[src/inc/edct_pkg.sv]
// Shared constants and types of the dual compare timer
package edct_pkg;
  localparam logic [15:0] ADDR_TIMER_CONTROL = 16'hFF69;
  localparam logic [15:0] ADDR_PRIMARY_COMPARE = 16'hFF0E;
  localparam logic [15:0] ADDR_SECONDARY_COMPARE = 16'hFF0F;
  localparam logic [7:0] RESET_CONTROL = 8'h00;
  localparam logic [7:0] RESET_COMPARE = 8'h00;
  localparam logic [7:0] COUNT_TOP = 8'hFF;
  localparam logic [1:0] MODE_INTERVAL = 2'h0;
  localparam logic [1:0] MODE_CARRIER = 2'h1;
  localparam logic [1:0] MODE_PWM = 2'h2;
  localparam logic [2:0] CLK_DIV1 = 3'h0;
  localparam logic [2:0] CLK_DIV2 = 3'h1;
  localparam logic [2:0] CLK_DIV4 = 3'h2;
  localparam logic [2:0] CLK_DIV64 = 3'h3;
  localparam logic [2:0] CLK_DIV1024 = 3'h4;
  localparam logic [2:0] CLK_COMPANION = 3'h5;
  localparam int PRESCALE_W = 10;

  typedef struct packed {
    logic run_enable;
    logic [2:0] clock_select_field;
    logic [1:0] operating_mode_field;
    logic default_output_level;
    logic output_gate;
  } edct_control_s;

  typedef struct packed {
    logic [15:0] addr;
    logic wr;
    logic rd;
    logic [7:0] wdata;
  } edct_bus_s;
endpackage : edct_pkg

[src/logic/edct_pin_ctl.sv]
// Shared output pin: timer output merged with port latch and direction
module edct_pin_ctl (
  input wire logic clk_in,
  input wire logic rst_n_in,
  input wire logic timer_out_in,
  input wire logic port_direction_bit_in,
  input wire logic port_latch_bit_in,
  output logic pin_out,
  output logic pin_oe_out
);
  always_ff @(posedge clk_in or negedge rst_n_in)
  begin
    if (!rst_n_in)
    begin
      pin_out <= 1'b0;
      pin_oe_out <= 1'b0;
    end
    else
    begin
      pin_out <= port_latch_bit_in | timer_out_in; // RL16
      pin_oe_out <= ~port_direction_bit_in; // RL16
    end
  end
endmodule : edct_pin_ctl

[src/logic/edct_prescaler.sv]
// Count clock selection: divided peripheral clock or companion timer edges
module edct_prescaler (
  input wire logic clk_in,
  input wire logic rst_n_in,
  input wire logic run_in,
  input wire logic [2:0] select_in,
  input wire logic companion_in,
  output logic tick_out
);
  logic [edct_pkg::PRESCALE_W-1:0] div;
  logic companion_q;
  logic next_tick;
  wire companion_rise = companion_in & ~companion_q;

  // One tick per period of the selected count clock
  always_comb
  begin
    case (select_in) // RL11
      edct_pkg::CLK_DIV1: next_tick = 1'b1;
      edct_pkg::CLK_DIV2: next_tick = div[0];
      edct_pkg::CLK_DIV4: next_tick = &div[1:0];
      edct_pkg::CLK_DIV64: next_tick = &div[5:0];
      edct_pkg::CLK_DIV1024: next_tick = &div;
      edct_pkg::CLK_COMPANION: next_tick = companion_rise;
      default: next_tick = 1'b0;
    endcase
  end

  // Divider restarts with each run so the first period is whole
  always_ff @(posedge clk_in or negedge rst_n_in)
  begin
    if (!rst_n_in)
    begin
      div <= '0;
      companion_q <= 1'b0;
      tick_out <= 1'b0;
    end
    else
    begin
      div <= run_in ? div + 1'b1 : '0;
      companion_q <= companion_in;
      tick_out <= run_in & next_tick;
    end
  end
endmodule : edct_prescaler

[src/logic/edct_timer.sv]
// Eight-bit dual compare timer with mode register and shared output pin
// What this block does, and what software must do
// (RL1) Primary match raises interrupt, inverts output
// (RL2) Software changes primary compare only stopped
// (RL3) Reset clears mode and both compares
// (RL4) Secondary compare unused in interval mode
// (RL5) PWM secondary match inverts output, no interrupt
// (RL6) Carrier secondary match: interrupt and counter clear
// (RL7) Secondary write buffered, loaded at old match
// (RL8) Write colliding with match keeps old value
// (RL9) Software rewrites secondary before restart
// (RL10) Run bit clear stops, zeroes counter
// (RL11) Mode bits 6..4 select count clock
// (RL12) Mode bits 3..2 select operating mode
// (RL13) Bit 1 default level, bit 0 gate
// (RL14) Software keeps mode bits while running
// (RL15) Software starts companion timer first
// (RL16) Pin level depends on port bits
// (RL17) Interval primary match clears the counter
// (RL18) Match interval is compare plus one
// (RL19) Counter increments per tick, wraps at top
module edct_timer (
  input wire logic clk_in,
  input wire logic rst_n_in,
  input wire edct_pkg::edct_bus_s cpu_bus_in,
  input wire logic companion_event_timer_in,
  input wire logic port_direction_bit_in,
  input wire logic port_latch_bit_in,
  output logic [7:0] cpu_rdata_out,
  output logic match_interrupt_out,
  output logic timer_output_pin_out,
  output logic timer_output_pin_oe_out
);
  edct_pkg::edct_control_s timer_control;
  logic [7:0] primary_compare;
  logic [7:0] secondary_compare;
  logic [7:0] secondary_buffer;
  logic secondary_pending;
  logic [7:0] count;
  logic flip;
  logic timer_out;
  logic tick;
  logic [7:0] next_count;
  logic [7:0] next_rdata;

  // Address decode
  wire sel_control = cpu_bus_in.addr == edct_pkg::ADDR_TIMER_CONTROL;
  wire sel_primary = cpu_bus_in.addr == edct_pkg::ADDR_PRIMARY_COMPARE;
  wire sel_secondary = cpu_bus_in.addr == edct_pkg::ADDR_SECONDARY_COMPARE;
  wire wr_control = cpu_bus_in.wr & sel_control;
  wire wr_primary = cpu_bus_in.wr & sel_primary;
  wire wr_secondary = cpu_bus_in.wr & sel_secondary;

  // Mode decode
  wire run = timer_control.run_enable;
  wire [1:0] op_mode = timer_control.operating_mode_field;
  wire is_interval = op_mode == edct_pkg::MODE_INTERVAL; // RL12
  wire is_pwm = op_mode == edct_pkg::MODE_PWM; // RL12
  wire is_carrier = op_mode == edct_pkg::MODE_CARRIER; // RL12

  // Match events, taken on the count clock tick
  wire match0 = count == primary_compare; // RL1
  wire match1 = count == secondary_compare;
  wire event0 = run & tick & match0; // RL1
  wire event1 = run & tick & match1 & (is_pwm | is_carrier); // RL4
  wire clear_count = (event0 & (is_interval | is_pwm)) | (event1 & is_carrier); // RL17 RL6
  wire invert = event0 | (event1 & is_pwm); // RL1 RL5
  wire raise_irq = event0 | (event1 & is_carrier); // RL1 RL5 RL6
  wire transfer = event1 & secondary_pending & ~wr_secondary; // RL7 RL8

  edct_prescaler u_prescaler (
    .clk_in(clk_in),
    .rst_n_in(rst_n_in),
    .run_in(run),
    .select_in(timer_control.clock_select_field),
    .companion_in(companion_event_timer_in),
    .tick_out(tick)
  );

  edct_pin_ctl u_pin_ctl (
    .clk_in(clk_in),
    .rst_n_in(rst_n_in),
    .timer_out_in(timer_out),
    .port_direction_bit_in(port_direction_bit_in),
    .port_latch_bit_in(port_latch_bit_in),
    .pin_out(timer_output_pin_out),
    .pin_oe_out(timer_output_pin_oe_out)
  );

  always_comb
  begin
    if (!run)
    begin
      next_count = 8'h00; // RL10
    end
    else if (clear_count)
    begin
      next_count = 8'h00; // RL17 RL18
    end
    else if (tick)
    begin
      next_count = count + 8'h01; // RL19
    end
    else
    begin
      next_count = count;
    end
  end

  always_comb
  begin
    if (sel_control)
    begin
      next_rdata = timer_control;
    end
    else if (sel_primary)
    begin
      next_rdata = primary_compare;
    end
    else if (sel_secondary)
    begin
      next_rdata = secondary_buffer;
    end
    else
    begin
      next_rdata = 8'h00;
    end
  end

  // Registers written by the CPU
  always_ff @(posedge clk_in or negedge rst_n_in)
  begin
    if (!rst_n_in)
    begin
      timer_control <= edct_pkg::RESET_CONTROL; // RL3
      primary_compare <= edct_pkg::RESET_COMPARE; // RL3
    end
    else
    begin
      if (wr_control)
      begin
        timer_control <= cpu_bus_in.wdata;
      end
      if (wr_primary)
      begin
        primary_compare <= cpu_bus_in.wdata;
      end
    end
  end

  // Secondary compare: direct load while stopped, buffered while running
  always_ff @(posedge clk_in or negedge rst_n_in)
  begin
    if (!rst_n_in)
    begin
      secondary_compare <= edct_pkg::RESET_COMPARE; // RL3
      secondary_buffer <= edct_pkg::RESET_COMPARE;
      secondary_pending <= 1'b0;
    end
    else if (wr_secondary && !run)
    begin
      secondary_compare <= cpu_bus_in.wdata;
      secondary_buffer <= cpu_bus_in.wdata;
      secondary_pending <= 1'b0;
    end
    else if (wr_secondary)
    begin
      secondary_buffer <= cpu_bus_in.wdata; // RL7
      secondary_pending <= 1'b1;
    end
    else if (transfer)
    begin
      secondary_compare <= secondary_buffer; // RL7
      secondary_pending <= 1'b0;
    end
  end

  // Counter, output flip-flop, interrupt pulse and read data
  always_ff @(posedge clk_in or negedge rst_n_in)
  begin
    if (!rst_n_in)
    begin
      count <= 8'h00;
      flip <= 1'b0;
      timer_out <= 1'b0;
      match_interrupt_out <= 1'b0;
      cpu_rdata_out <= 8'h00;
    end
    else
    begin
      count <= next_count;
      if (!run)
      begin
        flip <= timer_control.default_output_level; // RL13
      end
      else if (invert)
      begin
        flip <= ~flip; // RL1 RL5
      end
      timer_out <= timer_control.output_gate & flip; // RL13
      match_interrupt_out <= raise_irq;
      cpu_rdata_out <= cpu_bus_in.rd ? next_rdata : cpu_rdata_out;
    end
  end
endmodule : edct_timer

[config.mk]
export PLATFORM = sky130hd
export DESIGN_NAME = edct_timer
export DESIGN_NICKNAME = d
export VERILOG_FILES = /design/src/inc/edct_pkg.sv /design/src/logic/edct_pin_ctl.sv /design/src/logic/edct_prescaler.sv /design/src/logic/edct_timer.sv
export SDC_FILE = /design/constraint.sdc
export NUM_CORES = 1
export LEC_CHECK = 0
export ABC_AREA = 1
export BUFFER_PORTS_ARGS = -buffer_cell sky130_fd_sc_hd__buf_2
export CAP_MARGIN = 20
export CORE_MARGIN = 2
export CORE_UTILIZATION = 42
export CTS_CLUSTER_SIZE = 20
export DETAILED_ROUTE_END_ITERATION = 10
export RECOVER_POWER = 25
export SKIP_LAST_GASP = 1
export SLEW_MARGIN = 20
export SYNTH_ARGS = -nofsm -noshare
export SYNTH_HDL_FRONTEND = slang
export SYNTH_HIERARCHICAL = 1
export SYNTH_SLANG_ARGS = --single-unit
[constraint.sdc]
create_clock -name clk_in -period 1.5 [get_ports clk_in]
set_input_delay 0.075 -clock clk_in [delete_from_list [all_inputs] [get_ports clk_in]]
set_output_delay 0.075 -clock clk_in [all_outputs]
set_load 0.005 [all_outputs]
=== Yosys cells after proc, flatten, opt, wreduce, memory -nomap -nowiden ===
Cells that the tools add are included.

* Flip-flop bits (word level): 66
* Bits of input ports: 31
* Word-level logic and storage cells: 90

* Muxes and demuxes: 18
* Bitwise gates (word level): 25
* $add $sub $neg: 2
* Reductions and logical operators: 11
* Equal/unequal tests: 15

{| class="wikitable"
|+ Operators with widths
! cell !! count
|-
| $mux W8 || 11
|-
| $eq A16 B16 Y1 const B || 3
|-
| $eq A8 B8 Y1 || 2
|-
| $and A1 B1 Y1 || 15
|-
| $add A10 B1 Y10 const B || 1
|-
| $mux W10 || 1
|-
| $reduce_and A10 Y1 || 1
|-
| $add A8 B1 Y8 const B || 1
|-
| $eq A3 B2 Y1 const B || 2
|-
| $eq A3 B3 Y1 const B || 2
|-
| $or A1 B1 Y1 || 6
|-
| $pmux W1 S6 || 1
|-
| $reduce_and A6 Y1 || 1
|-
| $mux W1 || 5
|-
| $ne A2 B1 Y1 const B || 2
|-
| $not A1 Y1 || 4
|-
| $reduce_and A2 Y1 || 2
|-
| $reduce_bool A2 Y1 || 2
|-
| $eq A3 B1 Y1 const B || 1
|-
| $logic_not A3 Y1 || 1
|-
| $ne A3 B1 Y1 const B || 1
|-
| $reduce_bool A3 Y1 || 1
|-
| $eq A2 B1 Y1 const B || 1
|-
| $eq A2 B2 Y1 const B || 1
|-
| 3 further kinds || 3
|}

=== Logic depth before layout (Yosys ltp) ===
* Depth in word-level cells: 8
* Mapped depth: 12

=== Hierarchy ===
Netlist, hierarchy kept.

{| class="wikitable"
|+ By module, submodules not included
! module !! times used !! area an instance (um^2) !! cells each !! sequential area each (um^2)
|-
| edct_timer || 1 || 2,906.5 || 385 || 1,301.2
|-
| edct_prescaler || 1 || 616.8 || 79 || 300.3
|-
| edct_pin_ctl || 1 || 65.1 || 6 || 50.0
|}

=== Least setup slack after synthesis ===
OpenSTA, ideal clock, no wires.

* Path kind: register -> register
* From: register timer_control (netlist bit op_mode[0])
* To: register secondary_pending
* Buffers on the path: 0
* Library setup time: 0.121 ns
* Stages on the path, launching flop included: 10
* Arrival time: 1.358 ns
* Setup slack: 0.021 ns
* Data required time: 1.379 ns
* Period minus slack after synthesis: 1.479 ns
* Path through: dfrtp_1 > inv_1 > ha_1 > nand2_1 > nor2_1 > nand2_1 > nor2_2 > nand4_4 > nand2_4 > nor2_1

* Longest elaborated chain between the ends: 6

{| class="wikitable"
|+ Ends and longest elaborated chain
! element !! RTL line !! source
|-
| start: declaration || edct_timer.sv:34 || <nowiki>edct_pkg::edct_control_s timer_control;</nowiki>
|-
| start signal: assignment || edct_timer.sv:135 || <nowiki>timer_control <= edct_pkg::RESET_CONTROL;</nowiki>
|-
| start signal: assignment || edct_timer.sv:142 || <nowiki>timer_control <= cpu_bus_in.wdata;</nowiki>
|-
| $eq A2 B2 Y1 or $eq A2 B1 Y1 (tied branches) || edct_timer.sv:58, edct_timer.sv:59 ||
|-
| $or A1 B1 Y1 * || edct_timer.sv:65 || <nowiki>wire event1 = run & tick & match1 & (is_pwm | is_carrier);</nowiki>
|-
| $and A1 B1 Y1 * || edct_timer.sv:65 ||
|-
| $and A1 B1 Y1 * (2 in a row) || edct_timer.sv:69 || <nowiki>wire transfer = event1 & secondary_pending & ~wr_secondary;</nowiki>
|-
| $reduce_bool A3 Y1 (no source line) * || - ||
|-
| end signal: assignment || edct_timer.sv:158 || <nowiki>secondary_pending <= 1'b0;</nowiki>
|-
| end signal: assignment || edct_timer.sv:164 || <nowiki>secondary_pending <= 1'b0;</nowiki>
|-
| end signal: assignment || edct_timer.sv:169 || <nowiki>secondary_pending <= 1'b1;</nowiki>
|-
| end: declaration || edct_timer.sv:38 || <nowiki>logic secondary_pending;</nowiki>
|}

Every way passes the cells marked *; elsewhere a longest branch is shown, timed or not.
A chain may end at the register's enable or synchronous reset.

=== Worst setup path in the final report ===
* From: register timer_control (netlist bit op_mode[0])
* To: register count[6]

* Longest elaborated chain between the ends: 7

{| class="wikitable"
|+ Ends and longest elaborated chain
! element !! RTL line !! source
|-
| $eq A2 B2 Y1 or $eq A2 B1 Y1 (tied branches) || edct_timer.sv:58, edct_timer.sv:59 ||
|-
| $or A1 B1 Y1 || edct_timer.sv:65 ||
|-
| $and A1 B1 Y1 || edct_timer.sv:65 ||
|-
| $and A1 B1 Y1 || edct_timer.sv:66 || <nowiki>wire clear_count = (event0 & (is_interval | is_pwm)) | (event1 & is_carrier);</nowiki>
|-
| $or A1 B1 Y1 * || edct_timer.sv:66 ||
|-
| $mux W8 || edct_timer.sv:96 || <nowiki>else if (clear_count)</nowiki>
|-
| $mux W8 || edct_timer.sv:92 || <nowiki>if (!run)</nowiki>
|-
| end signal: assignment || edct_timer.sv:191 || <nowiki>count <= next_count;</nowiki>
|-
| end: declaration || edct_timer.sv:39 || <nowiki>logic [7:0] count;</nowiki>
|}

Marks and branches as above.

==> impl_metrics.tcl <==
set metrics [dict create \
    path_cells "inv_2 > ha_4 > nand2_2 > nor2_1 > nand2_1 > nor2_4 > nand3_1 > o21ai_4 > nor2_1" \
    final_layout_size_suffix_gt1_share_pct 22.8 \
    die_w_um 96.4 \
    synth_fp_nets 506 \
    critPathArrivalTime_ns 1.75 \
    dr.pass1.iters 4 \
    wl_per_cell_um 13.3 \
    path_max_fanout 8 \
    slew_headroom_pct 40.0 \
    violations "negative setup slack" \
    power.internal_mw 2.82 \
    regArea_um2 1660 \
    drv_cap 0 \
    clk_latency_ns 0.34 \
    skew_ns 0.0110 \
    vias_per_cell 4.92 \
    multi_input_area_um2 1710 \
    reg2reg_slack_ns -0.03 \
    rsz0062_at_grt "yes" \
    p_per_area_nw_per_um2 829 \
    worst-path-buf-inv 1 \
    wirelength_mm 8.67 \
    synth-seq-area-share_pct 46.0 \
    via_count 3200 \
    finalPower_mw 3.63 \
    dpl.cell_count 625 \
    p_comb_share_pct 3.9 \
    n_antenna_cell 0 \
    post-route-period-util_pct 102 \
    worst-setup-path-type "flop to flop" \
    synth.avg_cell_area_um2 7.63 \
    track_usage_pct 20.2 \
    final-hold-violation-count 0 \
    die_area_um2 9300 \
    fmax_mhz 652 \
    cp.required_ns 1.72 \
    syn_area_um2 3590 \
    synth_seq_cells 66 \
    start_util_pct 43.5 \
    startpoint_type "flop" \
    setup_viol 15 \
    stdcell_count 650 \
    critPathTopFamily "simple AND/OR/NAND/NOR gates" \
    cp_slowest_stage_delay_ns 0.36 \
    antenna_found_initial 0 \
    ir_drop_uv 534 \
    drtIter0Drc 184 \
    crit_top_cell "nor2_1" \
    fin_crit_ns 1.53 \
    cts_buffers 9 \
    leakagePower_nw 2.13 \
    clk_pin_slew_worst_paths_ns 0.08 \
    place_congestion 0.816 \
    core_region_area_um2 8260 \
    port_buffers 41 \
    cts-root-buf "clkbuf_8" \
    yosysWarnings 6 \
    switching_share_pct 22.4 \
    gr-total-overflow 0 \
    cp-end-kind "flop" \
    status "finished, violations left" \
    grt_start_max_net_pins 33 \
    worst_pin_slew_ns 0.899 \
    setup_ws_ns -0.0342 \
    synthCells 470 \
    dp_hpwl_mm 6.37 \
    cts_buffer_depth 2 \
    cts_sinks 66 \
    area_growth_pct 22.1 \
    ctsHtreeMaxLevel 3 \
    pwr-share-seq_pct 49.1 \
    grt_first_pass_wirelength_mm 14.4 \
    yosys.area.top_type_share_pct 46.0 \
    route.detailed.drc 0 \
    nets 576 \
    io_pins 42 \
    synth_cell_types 38 \
    fp-row-count 33 \
    power_switching_mw 0.812 \
    yosys-top-cells-area "dfrtp_1 46%, nand2_1 16%, nand3_1 6.1%" \
    hold_class "input pin to flop" \
    die_h_um 96.4 \
    cts_tree "done" \
    drv_slew 0 \
    grt_pass1_vias 3000 \
    synth_top_cell_by_area "dfrtp_1" \
    fin_util_pct 53.1 \
    detailedPlace.worstSlack_ns -0.0831 \
    power_frac_clock_pct 47.0 \
    fillCellCount 837 \
    ant_nets 0 \
    cp_slowest_cell "dfrtp_1" \
]
## power by group through the flow
| stage | combinational, mW | sequential [mW] | clock (mW) |
|---|---|---|---|
| 3_3_place_gp | 0.139 | 1.82 | 0 |
| 2_1_floorplan | 0.0325 | 1.82 | 0 |
| 4_1_cts | 0.150 | 1.78 | 1.76 |
| 6_report | 0.140 | 1.78 | 1.71 |
| 5_1_grt | 0.164 | 1.78 | 1.82 |
| 3_5_place_dp | 0.142 | 1.82 | 0 |
## per-stage QoR
stage                     instance area [µm²]  hold WS (ns)  setup TNS (ns)
after floorplan                          3590        -0.221               0
after global placement                   4030        0.0341          -0.653
after detailed placement                 4030        0.0354           -1.17
after CTS                                4370        0.0276          -0.789
after global routing                     4380        0.0459           -3.56
final                                    4380        0.0352          -0.347
## synth_stat cells, drive strengths merged
library cell / number
a21o: 1
a21oi: 11
a22oi: 1
a41oi: 1
and2: 2
buf: 7
clkbuf: 4
clkinv: 2
dfrtp: 66
ha: 5
inv: 59
nand2: 156
nand3: 46
nand3b: 2
nand4: 5
nor2: 41
nor3: 3
o21ai: 46
o22ai: 2
or2: 2
xnor2: 7
xor2: 1
## cell type report
| type | instances | share of cell area [%] |
|---|---|---|
| clock buffer | 10 | 3.14 |
| inverter | 61 | 5.23 |
| multi-input combinational | 334 | 39.0 |
| timing repair buffer | 68 | 9.79 |
| sequential | 66 | 37.8 |
| tap | 105 | 3.00 |
| clock inverter | 6 | 2.06 |
## cells by family after synthesis
logic type | synth area share (%)
buffers and inverters | 8.33
adder cells (fa/ha/maj) | 1.74
AO/OA/AOI/OAI | 9.17
XOR/XNOR | 1.95
flip-flops | 46.0
AND/OR/NAND/NOR | 32.8
## layer usage
metal | up-vias | share of wire [%] | global-route usage (%)
met5 | - | 0 | 0
met4 | 0 | 0.98 | 4.23
met3 | 8 | 4.2 | 3.18
met2 | 76 | 47 | 33.3
met1 | 1492 | 48 | 28.4
li1 | 1624 | - | -
## cell usage in the layout (no fill, tap or decap), types with 5 or more instances in the layout
master,Yosys,final
nand3_1,44,43
clkbuf_8,0,10
o21ai_0,44,44
nand2_1,151,145
buf_4,2,21
nor2_2,5,5
inv_2,5,7
buf_2,2,40
nor2_4,5,6
dfrtp_1,66,63
nand2_2,3,9
xnor2_1,7,7
a21oi_1,10,10
inv_1,54,52
nor2_1,31,30
## worst paths after layout
| path | startpoint | to | depth (start not counted) |
|---|---|---|---|
| worst min-delay path | cpu_bus_in[4] | primary_compare[4] | 3 |
| worst max register to register | op_mode[0] | count[6] | 9 |
| max in group asynchronous | rst_n_in | secondary_buffer[3] | 3 |
| worst min register to register | timer_out | u_pin_ctl/pin_out | 2 |
| worst max-delay path | op_mode[0] | count[6] | 9 |
| min in group asynchronous | rst_n_in | count[3] | 2 |
## registers in the layout, summed over array words and instances, names as in the netlist, 2 cells and up
signal and count:
op_mode 2, count 8, cpu_rdata_out 8, secondary_compare 8, secondary_buffer 8, u_prescaler/div 10
primary_compare 8, timer_control 5
## tightest hold or removal path, cell delays in order
cell     delay [ns]
buf_2          0.10
inv_1          0.07
o21ai_0        0.08
## what timing repair did
action / CTS / global route
gates cloned: 2 / 0
setup buffers: 2 / 1
hold buffers: 4 / 0
pin swaps: 9 / 6
endpoints found under the hold margin: 29 / 0
setup endpoints to repair: 17 / 19
resized for setup: 9 / 8
No activity file was read; power rests on OpenSTA's default activity.
